$ cat src/chacs_map.svh
// Overview of operation
// - Idle initialize-read buffers control word, raises attention
// - Read meets mainframe write: transfer until count zero
// - Overlapping initialize rejected, reject plus controller-stored
// - Init-read against held read/control rejected
// - Initialize-write mirrors initialize-read, directions swapped
// - Control function resets whole adapter, request latch
// - Status byte: attention 0, busy 3, ends 4,5
// - Attention while controller command awaits; busy when active
// - Channel end and device end timing rules
// - Status word bit layout, interrupting flags
// - Command reject causes, interrupts, sense-15 clear
// - Controller-stored sets on accept, clears at transfer-end
// - Mainframe-stored flag, suppressible interrupt, clearing
// - Halt on mainframe stop or disconnect
// - Data check on memory or bus-out parity
// - First-cycle parity resets if no mainframe command held, else steal retried; later parity ends transfer
// - Command parity fault ignores command, no data check
// - Protect violation ends operation, sets storage protect; checked only on steals writing controller storage
// - Transfer-end causes; blocks new initializes
// - End of table at count zero if requested
// - Bits 8-15 carry held mainframe command byte unless a controller command is stored
// - Unmodified sense returns status and low buffer
// - Modified sense returns 14-bit word count
// - Decode function codes, reject all others
`ifndef CHACS_MAP_SVH
`define CHACS_MAP_SVH
`define CHACS_FN_INIT_WR 3'h5
`define CHACS_FN_INIT_RD 3'h6
`define CHACS_FN_SENSE_DEV 3'h7
`define CHACS_FN_SENSE_INT 3'h3
`define CHACS_FN_CONTROL 3'h4
`define CHACS_SB_ATTN 0
`define CHACS_SB_BUSY 3
`define CHACS_SB_CE 4
`define CHACS_SB_DE 5
`define CHACS_SW_REJECT 0
`define CHACS_SW_CTLSTORED 1
`define CHACS_SW_HOSTSTORED 2
`define CHACS_SW_HALT 3
`define CHACS_SW_DCHECK 4
`define CHACS_SW_PROTECT 5
`define CHACS_SW_XEND 6
`define CHACS_SW_EOT 7
`define CHACS_MOD_BIT 7
`define CHACS_CLR_BIT 0
`define CHACS_HC_READ 2'h2
`define CHACS_HC_WRITE 2'h1
`define CHACS_HC_CTRL 2'h3
`define CHACS_HC_RDBK 4'hc
`define CHACS_WC_ZERO 14'h0000
`endif

$ cat src/chacs_pkg.sv
package chacs_pkg;
    typedef struct packed {
        logic [4:0] area;
        logic [2:0] func;
        logic [7:0] modifier;
    } chacs_ctl_word_t;

    typedef struct packed {
        logic       valid;
        logic       parityOk;
        chacs_ctl_word_t word;
    } chacs_io_control_command_t;

    typedef enum logic [1:0] {
        CHACS_IDLE    = 2'b00,
        CHACS_WAITING = 2'b01,
        CHACS_XFER    = 2'b10,
        CHACS_ENDING  = 2'b11
    } chacs_state_t;

    typedef enum logic [1:0] {
        CHACS_DIR_NONE  = 2'b00,
        CHACS_DIR_TOCTL = 2'b01,
        CHACS_DIR_TOHOST = 2'b10
    } chacs_dir_t;
endpackage

$ cat src/chacs_adapter.sv
`timescale 1ns/1ps
`include "chacs_map.svh"
module chacs_adapter #(
    parameter int WC_W = 14,
    parameter int FIFO_DEPTH = 32
) (
    // Clock and reset
    input  wire logic        core_clk,
    input  wire logic        rst,
    // Controller command port
    input  wire chacs_pkg::chacs_io_control_command_t ioCmd,
    output logic [15:0]      senseWord_ff,
    output logic             senseValid_ff,
    output logic             ctlIrq_ff,
    output logic             addrCheckIrq_ff,
    // Controller cycle-steal port
    output logic             cycle_steal_request_latch_ff,
    output logic             csDirToCtl_ff,
    output logic [15:0]      csWrData_ff,
    input  wire logic        csDone,
    input  wire logic [15:0] csRdData,
    input  wire logic        csParityErr,
    input  wire logic        csProtectErr,
    input  wire logic        csChain,
    // Mainframe channel
    input  wire logic        hostCmdValid,
    input  wire logic [7:0]  hostCmd,
    input  wire logic        hostNoop,
    input  wire logic        hostStop,
    input  wire logic        hostDisconnect,
    input  wire logic        hostSelReset,
    input  wire logic        hostMasterReset,
    input  wire logic        hostStatusAccept,
    input  wire logic        hostBusOutParityErr,
    input  wire logic        hostWrValid,
    input  wire logic [15:0] hostWrData,
    output logic             hostWrReady_ff,
    output logic             hostRdValid_ff,
    output logic [15:0]      hostRdData_ff,
    input  wire logic        hostRdReady,
    output logic [7:0]       hostStatus_ff
);
    logic [15:0] ctlBuf_ff;
    logic [WC_W-1:0] wordCnt_ff;
    logic [1:0]  scan_ff;
    logic [7:0]  hostCmdByte_ff;
    logic        hostHeld_ff;
    logic        hostIsCtrl_ff;
    logic        ctlHeld_ff;
    logic        ctlIsRead_ff;
    logic        firstCycle_ff;
    logic        ctrlDePending_ff;
    logic [7:0]  flags_ff;
    chacs_pkg::chacs_state_t state_ff;
    chacs_pkg::chacs_dir_t   dir_ff;

    // Double-flopped mainframe stop, disconnect, reset, accept and parity pins; controller inputs share our clock
    logic [5:0] hSync1_ff;
    logic [5:0] hSync2_ff;
    always_ff @(posedge core_clk)
    begin
        hSync1_ff <= {hostStop, hostDisconnect, hostSelReset,
                      hostMasterReset, hostStatusAccept, hostBusOutParityErr};
        hSync2_ff <= hSync1_ff;
    end
    logic hStop, hDisc, hSelRst, hMstRst, hAccept, hBoPar;
    assign {hStop, hDisc, hSelRst, hMstRst, hAccept, hBoPar} = hSync2_ff;

    function automatic logic hostIsRead(input logic [7:0] c);
        return (c[1:0] == `CHACS_HC_READ) || (c[3:0] == `CHACS_HC_RDBK);
    endfunction

    // Command decode
    logic [2:0] fn;
    logic cmdOk, isInitRd, isInitWr, isInit, isSense, isCtlFn, badFn;
    logic conflict, overlap, rejectInit, acceptInit, matchHost, clrSense;
    assign fn       = ioCmd.word.func;
    assign cmdOk    = ioCmd.valid && ioCmd.parityOk;
    assign isInitRd = cmdOk && fn == `CHACS_FN_INIT_RD;
    assign isInitWr = cmdOk && fn == `CHACS_FN_INIT_WR;
    assign isInit   = isInitRd || isInitWr;
    assign isSense  = cmdOk && fn == `CHACS_FN_SENSE_DEV;
    assign isCtlFn  = cmdOk && fn == `CHACS_FN_CONTROL;
    assign badFn    = cmdOk && !(isInit || isSense || isCtlFn || fn == `CHACS_FN_SENSE_INT);
    assign overlap  = ctlHeld_ff || flags_ff[`CHACS_SW_XEND];
    assign conflict = hostHeld_ff && (hostIsCtrl_ff ||
                      (isInitRd ? hostIsRead(hostCmdByte_ff) : !hostIsRead(hostCmdByte_ff)));
    assign rejectInit = isInit && (overlap || conflict);
    assign acceptInit = isInit && !rejectInit;
    assign matchHost  = acceptInit && hostHeld_ff;
    assign clrSense   = isSense && ioCmd.word.modifier[`CHACS_CLR_BIT];

    logic fullReset;
    assign fullReset = rst || isCtlFn || hSelRst || hMstRst;

    // Data path FIFO; back-pressure stalls the far-side pins and cycle steals
    logic fInValid, fInReady, fOutValid, fOutReady;
    logic [15:0] fInData, fOutData;
    logic toCtl;
    assign toCtl     = dir_ff == chacs_pkg::CHACS_DIR_TOCTL;
    assign fInValid  = state_ff == chacs_pkg::CHACS_XFER &&
                       (toCtl ? hostWrValid && hostWrReady_ff : csDone && !csDirToCtl_ff && !firstCycle_ff);
    assign fInData   = toCtl ? hostWrData : csRdData;
    assign fOutReady = toCtl ? (csDone && csDirToCtl_ff) : (!hostRdValid_ff || hostRdReady);
    chacs_fifo #(.WIDTH(16), .DEPTH(FIFO_DEPTH)) uFifo (
        .core_clk (core_clk),
        .rst      (rst),
        .flush    (fullReset || state_ff == chacs_pkg::CHACS_IDLE),
        .inValid  (fInValid),
        .inReady  (fInReady),
        .inData   (fInData),
        .outValid (fOutValid),
        .outReady (fOutReady),
        .outData  (fOutData)
    );

    // Word counter and end detection
    logic wordDone, wcZeroNext, parityHit, protectHit, hostHalt, endNow;
    assign wordDone   = state_ff == chacs_pkg::CHACS_XFER && csDone && !firstCycle_ff;
    assign wcZeroNext = wordDone && wordCnt_ff == WC_W'(1);
    assign parityHit  = (csDone && csParityErr) || (state_ff == chacs_pkg::CHACS_XFER && hBoPar);
    assign protectHit = wordDone && csProtectErr && toCtl;
    assign hostHalt   = state_ff == chacs_pkg::CHACS_XFER && (hStop || hDisc);
    assign endNow     = state_ff == chacs_pkg::CHACS_XFER &&
                        ((wcZeroNext && !csChain) || hostHalt || (parityHit && !firstCycle_ff) || protectHit);
    logic firstParityReset;
    assign firstParityReset = firstCycle_ff && csDone && csParityErr && !hostHeld_ff;

    always_ff @(posedge core_clk)
    begin
        if (fullReset || firstParityReset)
        begin
            state_ff <= chacs_pkg::CHACS_IDLE;
            dir_ff   <= chacs_pkg::CHACS_DIR_NONE;
            ctlHeld_ff <= 1'b0;
            ctlIsRead_ff <= 1'b0;
            firstCycle_ff <= 1'b0;
            wordCnt_ff <= '0;
            scan_ff <= '0;
            ctlBuf_ff <= '0;
        end
        else
        begin
            if (acceptInit)
            begin
                ctlBuf_ff <= ioCmd.word;
                ctlHeld_ff <= 1'b1;
                ctlIsRead_ff <= isInitRd;
                firstCycle_ff <= 1'b1;
                state_ff <= matchHost ? chacs_pkg::CHACS_XFER : chacs_pkg::CHACS_WAITING;
                dir_ff <= isInitRd ? chacs_pkg::CHACS_DIR_TOCTL : chacs_pkg::CHACS_DIR_TOHOST;
            end
            else if (state_ff == chacs_pkg::CHACS_WAITING && hostCmdValid && !hostIsCtrl_ff &&
                     (ctlIsRead_ff ? !hostIsRead(hostCmd) : hostIsRead(hostCmd)))
                state_ff <= chacs_pkg::CHACS_XFER;
            else if (endNow)
            begin
                state_ff <= chacs_pkg::CHACS_ENDING;
                ctlHeld_ff <= 1'b0;
            end
            else if (state_ff == chacs_pkg::CHACS_ENDING && hAccept)
            begin
                state_ff <= chacs_pkg::CHACS_IDLE;
                dir_ff <= chacs_pkg::CHACS_DIR_NONE;
            end
            // First steal loads the count and scan bits
            if (state_ff == chacs_pkg::CHACS_XFER && firstCycle_ff && csDone && !csParityErr)
            begin
                wordCnt_ff <= csRdData[WC_W-1:0];
                scan_ff <= csRdData[15:14];
                firstCycle_ff <= 1'b0;
            end
            else if (wordDone)
                wordCnt_ff <= wordCnt_ff - 1'b1;
        end
    end

    // Cycle-steal request latch; cleared by every reset form
    always_ff @(posedge core_clk)
    begin
        if (fullReset || firstParityReset || endNow)
        begin
            cycle_steal_request_latch_ff <= 1'b0;
            csDirToCtl_ff <= 1'b0;
            csWrData_ff <= '0;
        end
        else if (state_ff == chacs_pkg::CHACS_XFER && !cycle_steal_request_latch_ff)
        begin
            if (firstCycle_ff)
            begin
                cycle_steal_request_latch_ff <= 1'b1;
                csDirToCtl_ff <= 1'b0;
            end
            else if (toCtl && fOutValid)
            begin
                cycle_steal_request_latch_ff <= 1'b1;
                csDirToCtl_ff <= 1'b1;
                csWrData_ff <= fOutData;
            end
            else if (!toCtl && fInReady)
            begin
                cycle_steal_request_latch_ff <= 1'b1;
                csDirToCtl_ff <= 1'b0;
            end
        end
        else if (csDone)
            cycle_steal_request_latch_ff <= 1'b0;
    end

    // Mainframe data pins
    always_ff @(posedge core_clk)
    begin
        if (fullReset)
        begin
            hostWrReady_ff <= 1'b0;
            hostRdValid_ff <= 1'b0;
            hostRdData_ff <= '0;
        end
        else
        begin
            hostWrReady_ff <= state_ff == chacs_pkg::CHACS_XFER && toCtl && fInReady && !fInValid;
            if (!toCtl && fOutValid && fOutReady)
            begin
                hostRdValid_ff <= 1'b1;
                hostRdData_ff <= fOutData;
            end
            else if (hostRdReady)
                hostRdValid_ff <= 1'b0;
        end
    end

    // Held mainframe command
    always_ff @(posedge core_clk)
    begin
        if (fullReset)
        begin
            hostHeld_ff <= 1'b0;
            hostIsCtrl_ff <= 1'b0;
            hostCmdByte_ff <= '0;
            ctrlDePending_ff <= 1'b0;
        end
        else if (hostCmdValid && !hostHeld_ff)
        begin
            hostHeld_ff <= 1'b1;
            hostCmdByte_ff <= hostCmd;
            hostIsCtrl_ff <= hostCmd[1:0] == `CHACS_HC_CTRL;
        end
        else if ((hostIsCtrl_ff && clrSense) || (!hostIsCtrl_ff && endNow))
        begin
            hostHeld_ff <= 1'b0;
            ctrlDePending_ff <= hostIsCtrl_ff;
        end
        else if (hAccept)
            ctrlDePending_ff <= 1'b0;
    end

    // Sticky status word flags; a new event wins over a sense clear
    logic [7:0] setF;
    always_comb
    begin
        setF = '0;
        setF[`CHACS_SW_REJECT]  = badFn || rejectInit;
        setF[`CHACS_SW_HALT]    = hostHalt;
        setF[`CHACS_SW_DCHECK]  = parityHit;
        setF[`CHACS_SW_PROTECT] = protectHit;
        setF[`CHACS_SW_XEND]    = endNow;
        setF[`CHACS_SW_EOT]     = wcZeroNext && scan_ff != 2'h0;
    end
    always_ff @(posedge core_clk)
    begin
        if (fullReset)
            flags_ff <= '0;
        else
            flags_ff <= setF | (clrSense ? 8'h00 : flags_ff);
    end

    logic hostIrq;
    assign hostIrq = hostCmdValid && !hostHeld_ff && !hostNoop &&
                     (hostCmd[1:0] == `CHACS_HC_CTRL || (!hostCmd[2] && !ctlHeld_ff));

    // Controller-facing outputs
    logic [15:0] statusWord;
    always_comb
    begin
        statusWord = {{<<{flags_ff}}, 8'h00};
        statusWord[15-`CHACS_SW_CTLSTORED] = ctlHeld_ff;
        statusWord[15-`CHACS_SW_HOSTSTORED] = hostHeld_ff;
        statusWord[7:0] = (hostHeld_ff && !ctlHeld_ff) ? hostCmdByte_ff : ctlBuf_ff[7:0];
    end
    always_ff @(posedge core_clk)
    begin
        if (fullReset)
        begin
            senseWord_ff <= '0;
            senseValid_ff <= 1'b0;
            ctlIrq_ff <= 1'b0;
            addrCheckIrq_ff <= 1'b0;
        end
        else
        begin
            senseValid_ff <= isSense;
            if (isSense)
                senseWord_ff <= ioCmd.word.modifier[`CHACS_MOD_BIT] ?
                                16'({2'h0, wordCnt_ff}) : statusWord;
            ctlIrq_ff <= (|setF) || hostIrq;
            addrCheckIrq_ff <= setF[`CHACS_SW_REJECT];
        end
    end

    // Mainframe status byte, bit 0 is the MSB position
    always_ff @(posedge core_clk)
    begin
        if (fullReset)
            hostStatus_ff <= '0;
        else
        begin
            hostStatus_ff <= '0;
            hostStatus_ff[7-`CHACS_SB_ATTN] <= state_ff == chacs_pkg::CHACS_WAITING;
            hostStatus_ff[7-`CHACS_SB_BUSY] <= hostHeld_ff || state_ff == chacs_pkg::CHACS_XFER;
            hostStatus_ff[7-`CHACS_SB_CE]   <= state_ff == chacs_pkg::CHACS_ENDING ||
                                                (hostCmdValid && hostNoop);
            hostStatus_ff[7-`CHACS_SB_DE]   <= state_ff == chacs_pkg::CHACS_ENDING ||
                                                ctrlDePending_ff || (hostCmdValid && hostNoop);
        end
    end
endmodule

$ cat src/chacs_fifo.sv
`timescale 1ns/1ps
module chacs_fifo #(
    parameter int WIDTH = 16,
    parameter int DEPTH = 32
) (
    // Clock and reset
    input  wire logic             core_clk,
    input  wire logic             rst,
    input  wire logic             flush,
    // Fill side
    input  wire logic             inValid,
    output logic                  inReady,
    input  wire logic [WIDTH-1:0] inData,
    // Drain side
    output logic                  outValid,
    input  wire logic             outReady,
    output logic [WIDTH-1:0]      outData
);
    localparam int AW = $clog2(DEPTH);
    logic [WIDTH-1:0] mem [DEPTH];
    logic [AW-1:0]    wrPtr_ff;
    logic [AW-1:0]    rdPtr_ff;
    logic [AW:0]      count_ff;
    logic             doWr;
    logic             doRd;

    assign inReady  = (count_ff != (AW+1)'(DEPTH));
    assign outValid = (count_ff != '0);
    assign outData  = mem[rdPtr_ff];
    assign doWr     = inValid && inReady;
    assign doRd     = outValid && outReady;

    always_ff @(posedge core_clk)
    begin
        if (doWr)
            mem[wrPtr_ff] <= inData;
    end

    always_ff @(posedge core_clk)
    begin
        if (rst || flush)
        begin
            wrPtr_ff <= '0;
            rdPtr_ff <= '0;
            count_ff <= '0;
        end
        else
        begin
            if (doWr)
                wrPtr_ff <= (wrPtr_ff == AW'(DEPTH-1)) ? '0 : wrPtr_ff + 1'b1;
            if (doRd)
                rdPtr_ff <= (rdPtr_ff == AW'(DEPTH-1)) ? '0 : rdPtr_ff + 1'b1;
            if (doWr && !doRd)
                count_ff <= count_ff + 1'b1;
            else if (doRd && !doWr)
                count_ff <= count_ff - 1'b1;
        end
    end
endmodule

$ cat config.mk
export PLATFORM = sky130hd
export DESIGN_NAME = chacs_adapter
export DESIGN_NICKNAME = d
export VERILOG_FILES = /design/src/chacs_pkg.sv /design/src/chacs_adapter.sv /design/src/chacs_fifo.sv
export VERILOG_INCLUDE_DIRS = /design/src /design/src/src
export SDC_FILE = /design/constraint.sdc
export NUM_CORES = 1
export LEC_CHECK = 0
export BUFFER_PORTS_ARGS = -buffer_cell sky130_fd_sc_hd__buf_2
export CAP_MARGIN = 20
export CORE_ASPECT_RATIO = 1.1
export CORE_UTILIZATION = 61
export CTS_CLUSTER_SIZE = 25
export DETAILED_ROUTE_END_ITERATION = 10
export PLACE_DENSITY = 0.8
export SLEW_MARGIN = 30
export SYNTH_ARGS = -nofsm -noshare
export SYNTH_HDL_FRONTEND = slang
export SYNTH_SLANG_ARGS = --single-unit
$ cat constraint.sdc
create_clock -name core_clk -period 4.07 [get_ports core_clk]
set_clock_uncertainty 0.15 [all_clocks]
set_input_delay 0.814 -clock core_clk [delete_from_list [all_inputs] [get_ports core_clk]]
set_output_delay 0.814 -clock core_clk [all_outputs]
set_load 0.05 [all_outputs]
Word-level counts from Yosys, hierarchy flattened
Memories as Yosys holds them, arrays and structs flattened. A register that Yosys moved wholly into a read port is not among the register bits.
Cells that the tools add are included.

operators by class
  add/subtract/negate cells = 5
  bitwise operators = 3
  eq/ne operators = 21
  mux-type cells = 44
  reductions and logical operators = 128

operator list
  kind                                                count
  logical AND 1 bit                                   58
  2-to-1 mux 16 bit                                   2
  logical OR 1 bit                                    30
  2-to-1 mux 14 bit                                   2
  2-to-1 mux 1 bit                                    23
  2-to-1 mux 5 bit                                    4
  logical NOT 1 bit                                   19
  2-to-1 mux 2 bit                                    9
  nonzero test 2 bit                                  9
  2-to-1 mux 8 bit                                    2
  == test 14 x 1 -> 1 bit, second input constant      1
  subtractor 14 x 1 -> 14 bit, second input constant  1
  == test 3 bit, second input constant                4
  2-to-1 mux 6 bit                                    2
  adder 5 x 1 -> 5 bit, second input constant         2
  == test 2 bit, second input constant                5
  == test 5 bit, second input constant                2
  == test 4 bit, second input constant                2
  bitwise OR 8 bit                                    1
  AND reduction 2 bit                                 4
  adder 6 x 1 -> 6 bit, second input constant         1
  != test 6 bit, second input constant                1
  AND reduction 3 bit                                 2
  nonzero test 6 bit                                  1
  other kinds (11)                                    14

storage, ports and cells
  output and inout port bits = 63
  flip-flop bits (word level) = 141
  memory bits (writable) = 512
  memories kept = 1
  word-level logic and storage cells = 232

memory list
  name       depth  width  rd ports  clocked after Yosys merged registers in  write ports  RTL line          source
  uFifo.mem  32     16     1         1                                        1            chacs_fifo.sv:20  logic [WIDTH-1:0] mem [DEPTH];

Logic depth before layout (Yosys ltp)
Gate-level depths: netlist (run 1).

  word-level depth = 13
  gate-level depth with buffers = 13
  gate-level depth less buffers = 12

Hierarchy
Synthesis (run 1) repeated with hierarchy kept, for this count alone.

second synthesis, totals
  cell total of the unflattened synthesis = 1,692
  area total of the unflattened synthesis = 25,779.7 um^2

modules (own cells, without submodules)
  module         seq. area each (um^2)  cells each  area an instance (um^2)  times used
  chacs_fifo     15,795.1               1,085       20,769.9                 1
  chacs_adapter  2,382.3                607         5,009.8                  1

Worst setup path before layout (run 1)
OpenSTA, ideal clock, no wires.

  path kind = input port to flip-flop
  start point = input port csDone
  end point = register uFifo.count_ff[5]
  stages = 12
  setup slack = 858 ps
  arrival time = 2,993 ps
  library setup time = 69 ps
  path buffers = 0
  required time = 3,851 ps
  cell sequence = nand4bb_1 -> o32ai_1 -> nand2_1 -> inv_2 -> ha_1 -> inv_1 -> ha_1 -> a21o_1 -> a21oi_1 -> o21ai_0 -> a311o_1 -> o21ai_1

between the ends
  cells in the longest elaborated chain, start to end = 8
  elaborated cells between the ends (all ways) = 14
  those cells by class = 3 x mux; 11 x reduce/logical

ends and longest elaborated chain
  item                                RTL line              source
  from (decl)                         chacs_adapter.sv:20   input wire logic csDone,
  logical AND 1 bit (*) (2 in a row)  chacs_adapter.sv:102  (toCtl ? hostWrValid && hostWrReady_ff : csDone && !csDirToCtl_ff && !firstCycle_ff);
  2-to-1 mux 1 bit (*)                chacs_adapter.sv:102
  logical AND 1 bit (*)               chacs_adapter.sv:101  assign fInValid = state_ff == chacs_pkg::CHACS_XFER &&
  logical AND 1 bit (*)               chacs_fifo.sv:30      assign doWr = inValid && inReady;
  net uFifo.doWr                      chacs_fifo.sv:24      logic doWr;
  logical NOT 1 bit                   chacs_fifo.sv:55      else if (doRd && !doWr)
  logical AND 1 bit                   chacs_fifo.sv:55
  nonzero test 2 bit (no line)        -
  to (signal assigned)                chacs_fifo.sv:54      count_ff <= count_ff + 1'b1;
  to (signal assigned)                chacs_fifo.sv:56      count_ff <= count_ff - 1'b1;
  to (decl)                           chacs_fifo.sv:23      logic [AW:0] count_ff;

The timed path passes the listed nets; every way through them passes the cells marked *.
A chain may end at the register's enable or synchronous reset.

Worst setup path after layout (run 1)
  start point = register uFifo.count_ff[2]
  end point = register uFifo.count_ff[5]

between the ends
  cells in the longest elaborated chain, start to end = 5
  elaborated cells between the ends (all ways) = 13
  those cells by class = 2 x add/sub; 1 x eq/ne; 2 x mux; 8 x reduce/logical

ends and longest elaborated chain
  item                          RTL line          source
  != test 6 bit (*)             chacs_fifo.sv:27  assign inReady = (count_ff != (AW+1)'(DEPTH));
  logical AND 1 bit (*)         chacs_fifo.sv:30
  net uFifo.doWr                chacs_fifo.sv:24
  logical NOT 1 bit             chacs_fifo.sv:55
  logical AND 1 bit             chacs_fifo.sv:55
  nonzero test 2 bit (no line)  -

The timed path passes the listed nets; every way through them passes the cells marked *. The select of a mux whose other input is x is not followed.

==> results of run 1 <==
-- stage by stage --
step                       util  worst slack, ns  cells  area (µm²)
after floorplan               -            0.858   1655       25800
after global placement    0.656            0.564   2301       27200
after detailed placement  0.656            0.389   2301       27200
after CTS                 0.707            0.536   2417       29300
after global routing      0.708            0.248   2418       29400
final                     0.708            0.490   2418       29400
-- power groups by stage --
stage	combinational, mW	sequential [mW]	clock (mW)
floorplan	0.114	7.33	0
detailed placement	0.231	7.33	0
global placement	0.220	7.33	0
finish	0.237	7.19	5.92
global route	0.251	7.19	6.20
CTS	0.231	7.19	5.95
-- worst max path at each step --
stage,end,slack [ns]
floorplan,uFifo.count_ff[5],0.86
global placement,uFifo.count_ff[5],0.56
detailed placement,uFifo.count_ff[5],0.39
CTS,uFifo.count_ff[5],0.54
global route,uFifo.count_ff[5],0.25
finish,uFifo.count_ff[5],0.49
-- metal layers --
metal | vias to the layer above | part of all wire
li1 | 6824 | -
met1 | 7946 | 0.38
met2 | 1000 | 0.48
met3 | 147 | 0.11
met4 | 0 | 0.029
met5 | - | 0
-- synthesized netlist by cell type (all sizes together), types with 11 or more instances --
master  count
buf        36
nand4      17
a22oi      97
mux2       16
ha         14
nand2      80
a21oi      92
nor2       81
a22o       16
nand3      60
edfxtp    512
dfxtp     140
and4       16
o21ai      46
mux4       64
mux2i     147
or3        11
clkbuf     64
-- kinds of logic after synthesis --
group,after synthesis
AOI/OAI and AO/OA,302
xor gates and xnor gates,8
adders and majority gates,15
buffers and inverters,108
DFF,652
muxes,227
other,1
and+or+nand+nor,339
-- cell type report --
cell class	count	area, µm²
Sequential cell	652	18200
Fill cell	2541	12100
Multi-Input combinational cell	895	7210
Clock buffer	89	1810
Timing Repair Buffer	187	1110
Tap cell	560	701
Clock inverter	27	309
Inverter	8	30.0
-- registers in the layout, summed over array words and instances (netlist names), 2 cells and up, named ones only --
register	count
wordCnt_ff	14
senseWord_ff	16
hostRdData_ff	16
csWrData_ff	16
hSync1_ff	6
hostStatus_ff	4
uFifo.rdPtr_ff	5
dir_ff	2
scan_ff	2
ctlBuf_ff	8
hSync2_ff	6
state_ff	2
uFifo.wrPtr_ff	5
uFifo.count_ff	6
uFifo.mem	512
flags_ff	6
hostCmdByte_ff	8
==> reports/qor.txt, run 1 <==
Final hold viol count -> 0
Fraction of layout cells with a size suffix above 1 -> 0.212
GRT met2 Usage -> 0.472
Die ar. -> 0.0431 mm²
Beginning of the critical path -> uFifo.count_ff[2]
Slew margin rel. -> 0.321
Yosys top cell by area -> edfxtp_1
CP endpoint kind -> register
Hold Path Cell Cnt -> 1
GRT busiest layer -> met2
Final setup violation count -> 0
Longest Clk Path Bufs -> 3
Internal cell power -> 10.7 mW
Switch Pwr -> 2.65 mW
Synthesized area per cell -> 15.6 µm²
PwrDens -> 455 mW/mm²
Cell variety after synth -> 75
All-Layer GR Usage -> 0.295
FF-to-FF setup slack -> 0.49 ns
Crit-path cells -> or4_1, or3b_1, nand2_1, inv_2, ha_1, inv_1, ha_1, a21o_1, a21oi_1, o21ai_0, a311o_1, o21ai_1
Sequential area share after synthesis -> 0.706
Number of CTS-inserted buffers -> 61
Leakage power -> 9.51 nW
Switching share of power -> 0.199
Vias per cell -> 6.58
Detail Route Antenna Nets -> 0
Slew Viols, Final -> 0
Maxcap violations -> 0
Main combinational cell family by area after synthesis -> multiplexers
Gate power share -> 0.018
Grt total ovfl -> 0
Crit path largest cell delay -> 0.59 ns
Crit path DAT -> 4.00 ns
Nets -> 1894
Routing usage on met3 -> 0.0684
R2r startpoint -> uFifo.count_ff[2]
Clock power share -> 0.443
N_diodes -> 0
Post-synthesis xor/xnor area fraction -> 0.00272
First-pass GRT wire length -> 93100 µm
Highest-count cells in the layout ignoring fill and taps -> edfxtp_1, mux2i_1, dfxtp_1
Buf/Inv on CP -> 2
Period utilization -> 0.880
WL/cell -> 26.0 µm
Synth-to-layout area growth -> 13.9%
Hold Path Sink -> hSync1_ff[3]
Asr flop ratio synth -> 0
Final hold slack -> 0.134 ns
Placed wire-length estimate -> 37800 µm
# hold bufs at CTS -> 0
Pre-antenna DRT Iters -> 5
Clk sinks -> 652
Worst VDD drop -> 0.585 mV
Post-Syn Area -> 0.0258 mm²
Commonest non-fill, non-tap cell in the layout -> edfxtp_1
Status -> finished, final reports clean
Initial Utilization -> 0.621
I/O pins -> 137
Hold_sp -> hostSelReset
H-tree depth -> 2
Synth Area in Adders -> 0.00758
Most used DFF post-synth -> edfxtp_1
Yosys Warn Count -> 0
FMAX -> 279 MHz
Synth top area cells -> edfxtp_1, dfxtp_1, mux2i_1, mux4_2, a22oi_1
CP Max Fanout -> 8
Die Ht -> 218 µm
Crit-path most repeated cell -> ha_1
Power, Total -> 13.3 mW
Crit-path slowest cell -> or4_1
Worst R2R Path Depth -> 12
Die X -> 198 µm
Hold WC Path Type -> input port to register
Seq pwr share -> 0.539
Worst-path clk slew -> 0.06 ns
Post_cts resized -> 0
RSZ-0062 raised after global routing -> false
Core area -> 0.0415 mm²
Synthesis-stage register bit count -> 652
Post-synth EDFFs -> 512
IO Port Bufs -> 127
Routed WL -> 62800 µm
Worst path depth -> 12
Worst r2r dst -> uFifo.count_ff[5]
Gate count of the mapped netlist -> 1652
Fin crit period -> 3.58 ns
Synth Area in Compound Gates -> 0.0769
Post-CTS setup buffer count -> 0
Top-area cell type share of the netlist area -> 0.597
Via count -> 15900
Mux contribution to synthesized area -> 0.120
CTS tree -> yes
Crit path required time -> 4.49 ns
# DRC -> 0
Synth Area in Simple Gates -> 0.0693
Clk root buf -> clkbuf_16
Startpoint types -> register
Violation count after the first detailed-routing iteration -> 1975
Placer Congestion -> 0.921
Row Count -> 78
Worst slew pin tran -> 1.01 ns
Final setup TNS -> 0 ns
Vias in the first global route -> 15500
Top delay family on crit path -> simple AND/OR/NAND/NOR gates
Critical path class -> register to register
Pin count of the biggest net entering global routing -> 58
M1 GR Usage -> 0.403
Clock latency on the worst-skew pair -> 0.64 ns
Antenna violations before repair -> 0
No activity file was read; power rests on OpenSTA's default activity.
==> run 2, diff against run 1 <==
Settings changed: CORE_UTILIZATION 61 to 65, PLACE_DENSITY 0.8 to 0.84.
Clock period 4.07 ns to 4.6 ns, I/O delays scaled along.
==> run 2 against run 1 <==
Critical path depth unchanged. Register-to-register slack improved by 0.47 ns. Worst hold slack improved by 0.046 ns. Via count increased by 0.59%. Wire length increased by 1.4%.
==> reports/qor.txt, run 2 (synthesized netlist as in run 1, its figures left out) <==
Status -> finished, final reports clean (unchanged)
Antenna violations before repair -> 2 (was 0)
Die ar. -> 0.0404 mm² (was 0.0431 mm²)
Clock power share -> 0.440 (was 0.443)
Hold WC Path Type -> register to register (was input port to register)
Grt total ovfl -> 0 (unchanged)
Initial Utilization -> 0.659 (was 0.621)
FMAX -> 275 MHz (was 279 MHz)
Placed wire-length estimate -> 37800 µm (about the same)
First-pass GRT wire length -> 95100 µm (was 93100 µm)
Pin count of the biggest net entering global routing -> 63 (was 58)
H-tree depth -> 3 (was 2)
CP endpoint kind -> register (unchanged)
Fraction of layout cells with a size suffix above 1 -> 0.205 (was 0.212)
Commonest non-fill, non-tap cell in the layout -> edfxtp_1 (unchanged)
Row Count -> 76 (was 78)
Die X -> 192 µm (was 198 µm)
Reg with most FFs -> uFifo.mem (unchanged)
Place WS -> 0.645 ns (was 0.389 ns)
Worst-path clk slew -> 0.06 ns (about the same)
Post-layout util -> 0.748 (was 0.708)
Post-CTS setup buffer count -> 0 (unchanged)
Largest register FFs -> 512 (unchanged)
Vias in the first global route -> 15800 (was 15500)
Violation count after the first detailed-routing iteration -> 2031 (was 1975)
Placed insts -> 2245 (was 2301)
Final setup margin -> 0.959 ns (was 0.490 ns)
Fin cells -> 2368 (was 2418)
Final hold slack -> 0.180 ns (was 0.134 ns)
Routed WL -> 63700 µm (was 62800 µm)
Slew Viols, Final -> 0 (unchanged)
Hold Path Cell Cnt -> 0 (was 1)
Die Ht -> 211 µm (was 218 µm)
Nets -> 1895 (was 1894)
# hold bufs at CTS -> 0 (unchanged)
Worst VDD drop -> 0.362 mV (was 0.585 mV)
CTS tree -> yes (unchanged)
Clock latency on the worst-skew pair -> 0.59 ns (was 0.64 ns)
Detail Route Antenna Nets -> 0 (unchanged)
RSZ-0062 raised after global routing -> false (unchanged)
Clk root buf -> clkbuf_16 (unchanged)
Gate power share -> 0.018 (about the same)
I/O pins -> 137 (unchanged)
Crit path required time -> 4.98 ns (was 4.49 ns)
Critical path class -> register to register (unchanged)
# DRC -> 0 (unchanged)
PwrDens -> 401 mW/mm² (was 455 mW/mm²)
Pre-antenna DRT Iters -> 6 (was 5)
Switching share of power -> 0.201 (was 0.199)
Vias per cell -> 6.76 (was 6.58)
Post_cts resized -> 0 (unchanged)
Placer Congestion -> 0.882 (was 0.921)
Leakage power -> 9.46 nW (was 9.51 nW)
Startpoint types -> register (unchanged)
Fin crit period -> 3.64 ns (was 3.58 ns)
Number of CTS-inserted buffers -> 66 (was 61)
Final setup TNS -> 0 ns (unchanged)
Synth-to-layout area growth -> 13.5% (was 13.9%)
Seq pwr share -> 0.542 (was 0.539)
WL/cell -> 26.9 µm (was 26.0 µm)
Core area -> 0.0391 mm² (was 0.0415 mm²)
Via count -> 16000 (was 15900)
Final hold viol count -> 0 (unchanged)
Clk sinks -> 652 (unchanged)
Internal cell power -> 9.37 mW (was 10.7 mW)
Highest-count cells in the layout ignoring fill and taps -> edfxtp_1, mux2i_1, dfxtp_1 (unchanged)
IO Port Bufs -> 127 (unchanged)
Worst slew pin tran -> 0.898 ns (was 1.01 ns)
All-Layer GR Usage -> 0.324 (was 0.295)
Maxcap violations -> 0 (unchanged)
Slew margin rel. -> 0.400 (was 0.321)
Crit path DAT -> 4.02 ns (was 4.00 ns)
CP Max Fanout -> 14 (was 8)
Period utilization -> 0.792 (was 0.880)
Worst R2R Path Depth -> 12 (unchanged)
Longest Clk Path Bufs -> 3 (unchanged)
Final setup violation count -> 0 (unchanged)
Switch Pwr -> 2.36 mW (was 2.65 mW)
-- run 2: worst max-delay path: stages, from the launching register on --
cell and delay [ns]:
dfxtp_1 0.59, nand4bb_1 0.40, o32ai_1 0.45, nand2_1 0.25, inv_2 0.17, ha_1 0.23, inv_1 0.13, ha_1 0.29
a21o_1 0.17, a21oi_1 0.26, o21ai_0 0.15, a311o_1 0.28, o21ai_1 0.06
-- run 2: area by class of cell --
| cell class | instances | area [µm²] |
|---|---|---|
| multi-input cells | 895 | 7210 |
| repair buffers | 183 | 1090 |
| well taps | 507 | 634 |
| clock inverters | 20 | 189 |
| flip-flops and latches | 652 | 18200 |
| clock buffers | 101 | 1890 |
| fillers | 2181 | 9850 |
| diodes | 2 | 5.00 |
| inverters | 8 | 30.0 |
-- run 2: path summary, 6_finish.rpt --
path,start,slack [ns],end
hold reg to reg,hSync1_ff[2],0.18,hSync2_ff[2]
hold / removal,hSync1_ff[2],0.18,hSync2_ff[2]
setup / recovery,state_ff[1],0.96,uFifo.count_ff[5]
setup reg to reg,state_ff[1],0.96,uFifo.count_ff[5]
-- run 2: routing by layer --
layer / track usage / up-vias / share of wire
met3: 0.0613 / 199 / 0.11
met4: 0.144 / 0 / 0.041
met1: 0.441 / 7854 / 0.36
li1: - / 6834 / -
met5: 0 / - / 0
met2: 0.516 / 1124 / 0.48
-- run 2: power groups by stage --
stage | clock network (mW) | registers (mW) | logic (mW)
after floorplan | 0 | 6.49 | 0.100
after global placement | 0 | 6.49 | 0.194
after detailed placement | 0 | 6.49 | 0.203
after CTS | 5.20 | 6.36 | 0.205
after global routing | 5.42 | 6.36 | 0.222
final | 5.16 | 6.36 | 0.211
-- run 2: stage by stage --
step                      total power [mW]  cell area, µm²
after floorplan                       6.59           25800
final                                 11.7           29200
after global placement                6.68           27100
after global routing                  12.0           29200
after CTS                             11.8           29200
after detailed placement              6.69           27100
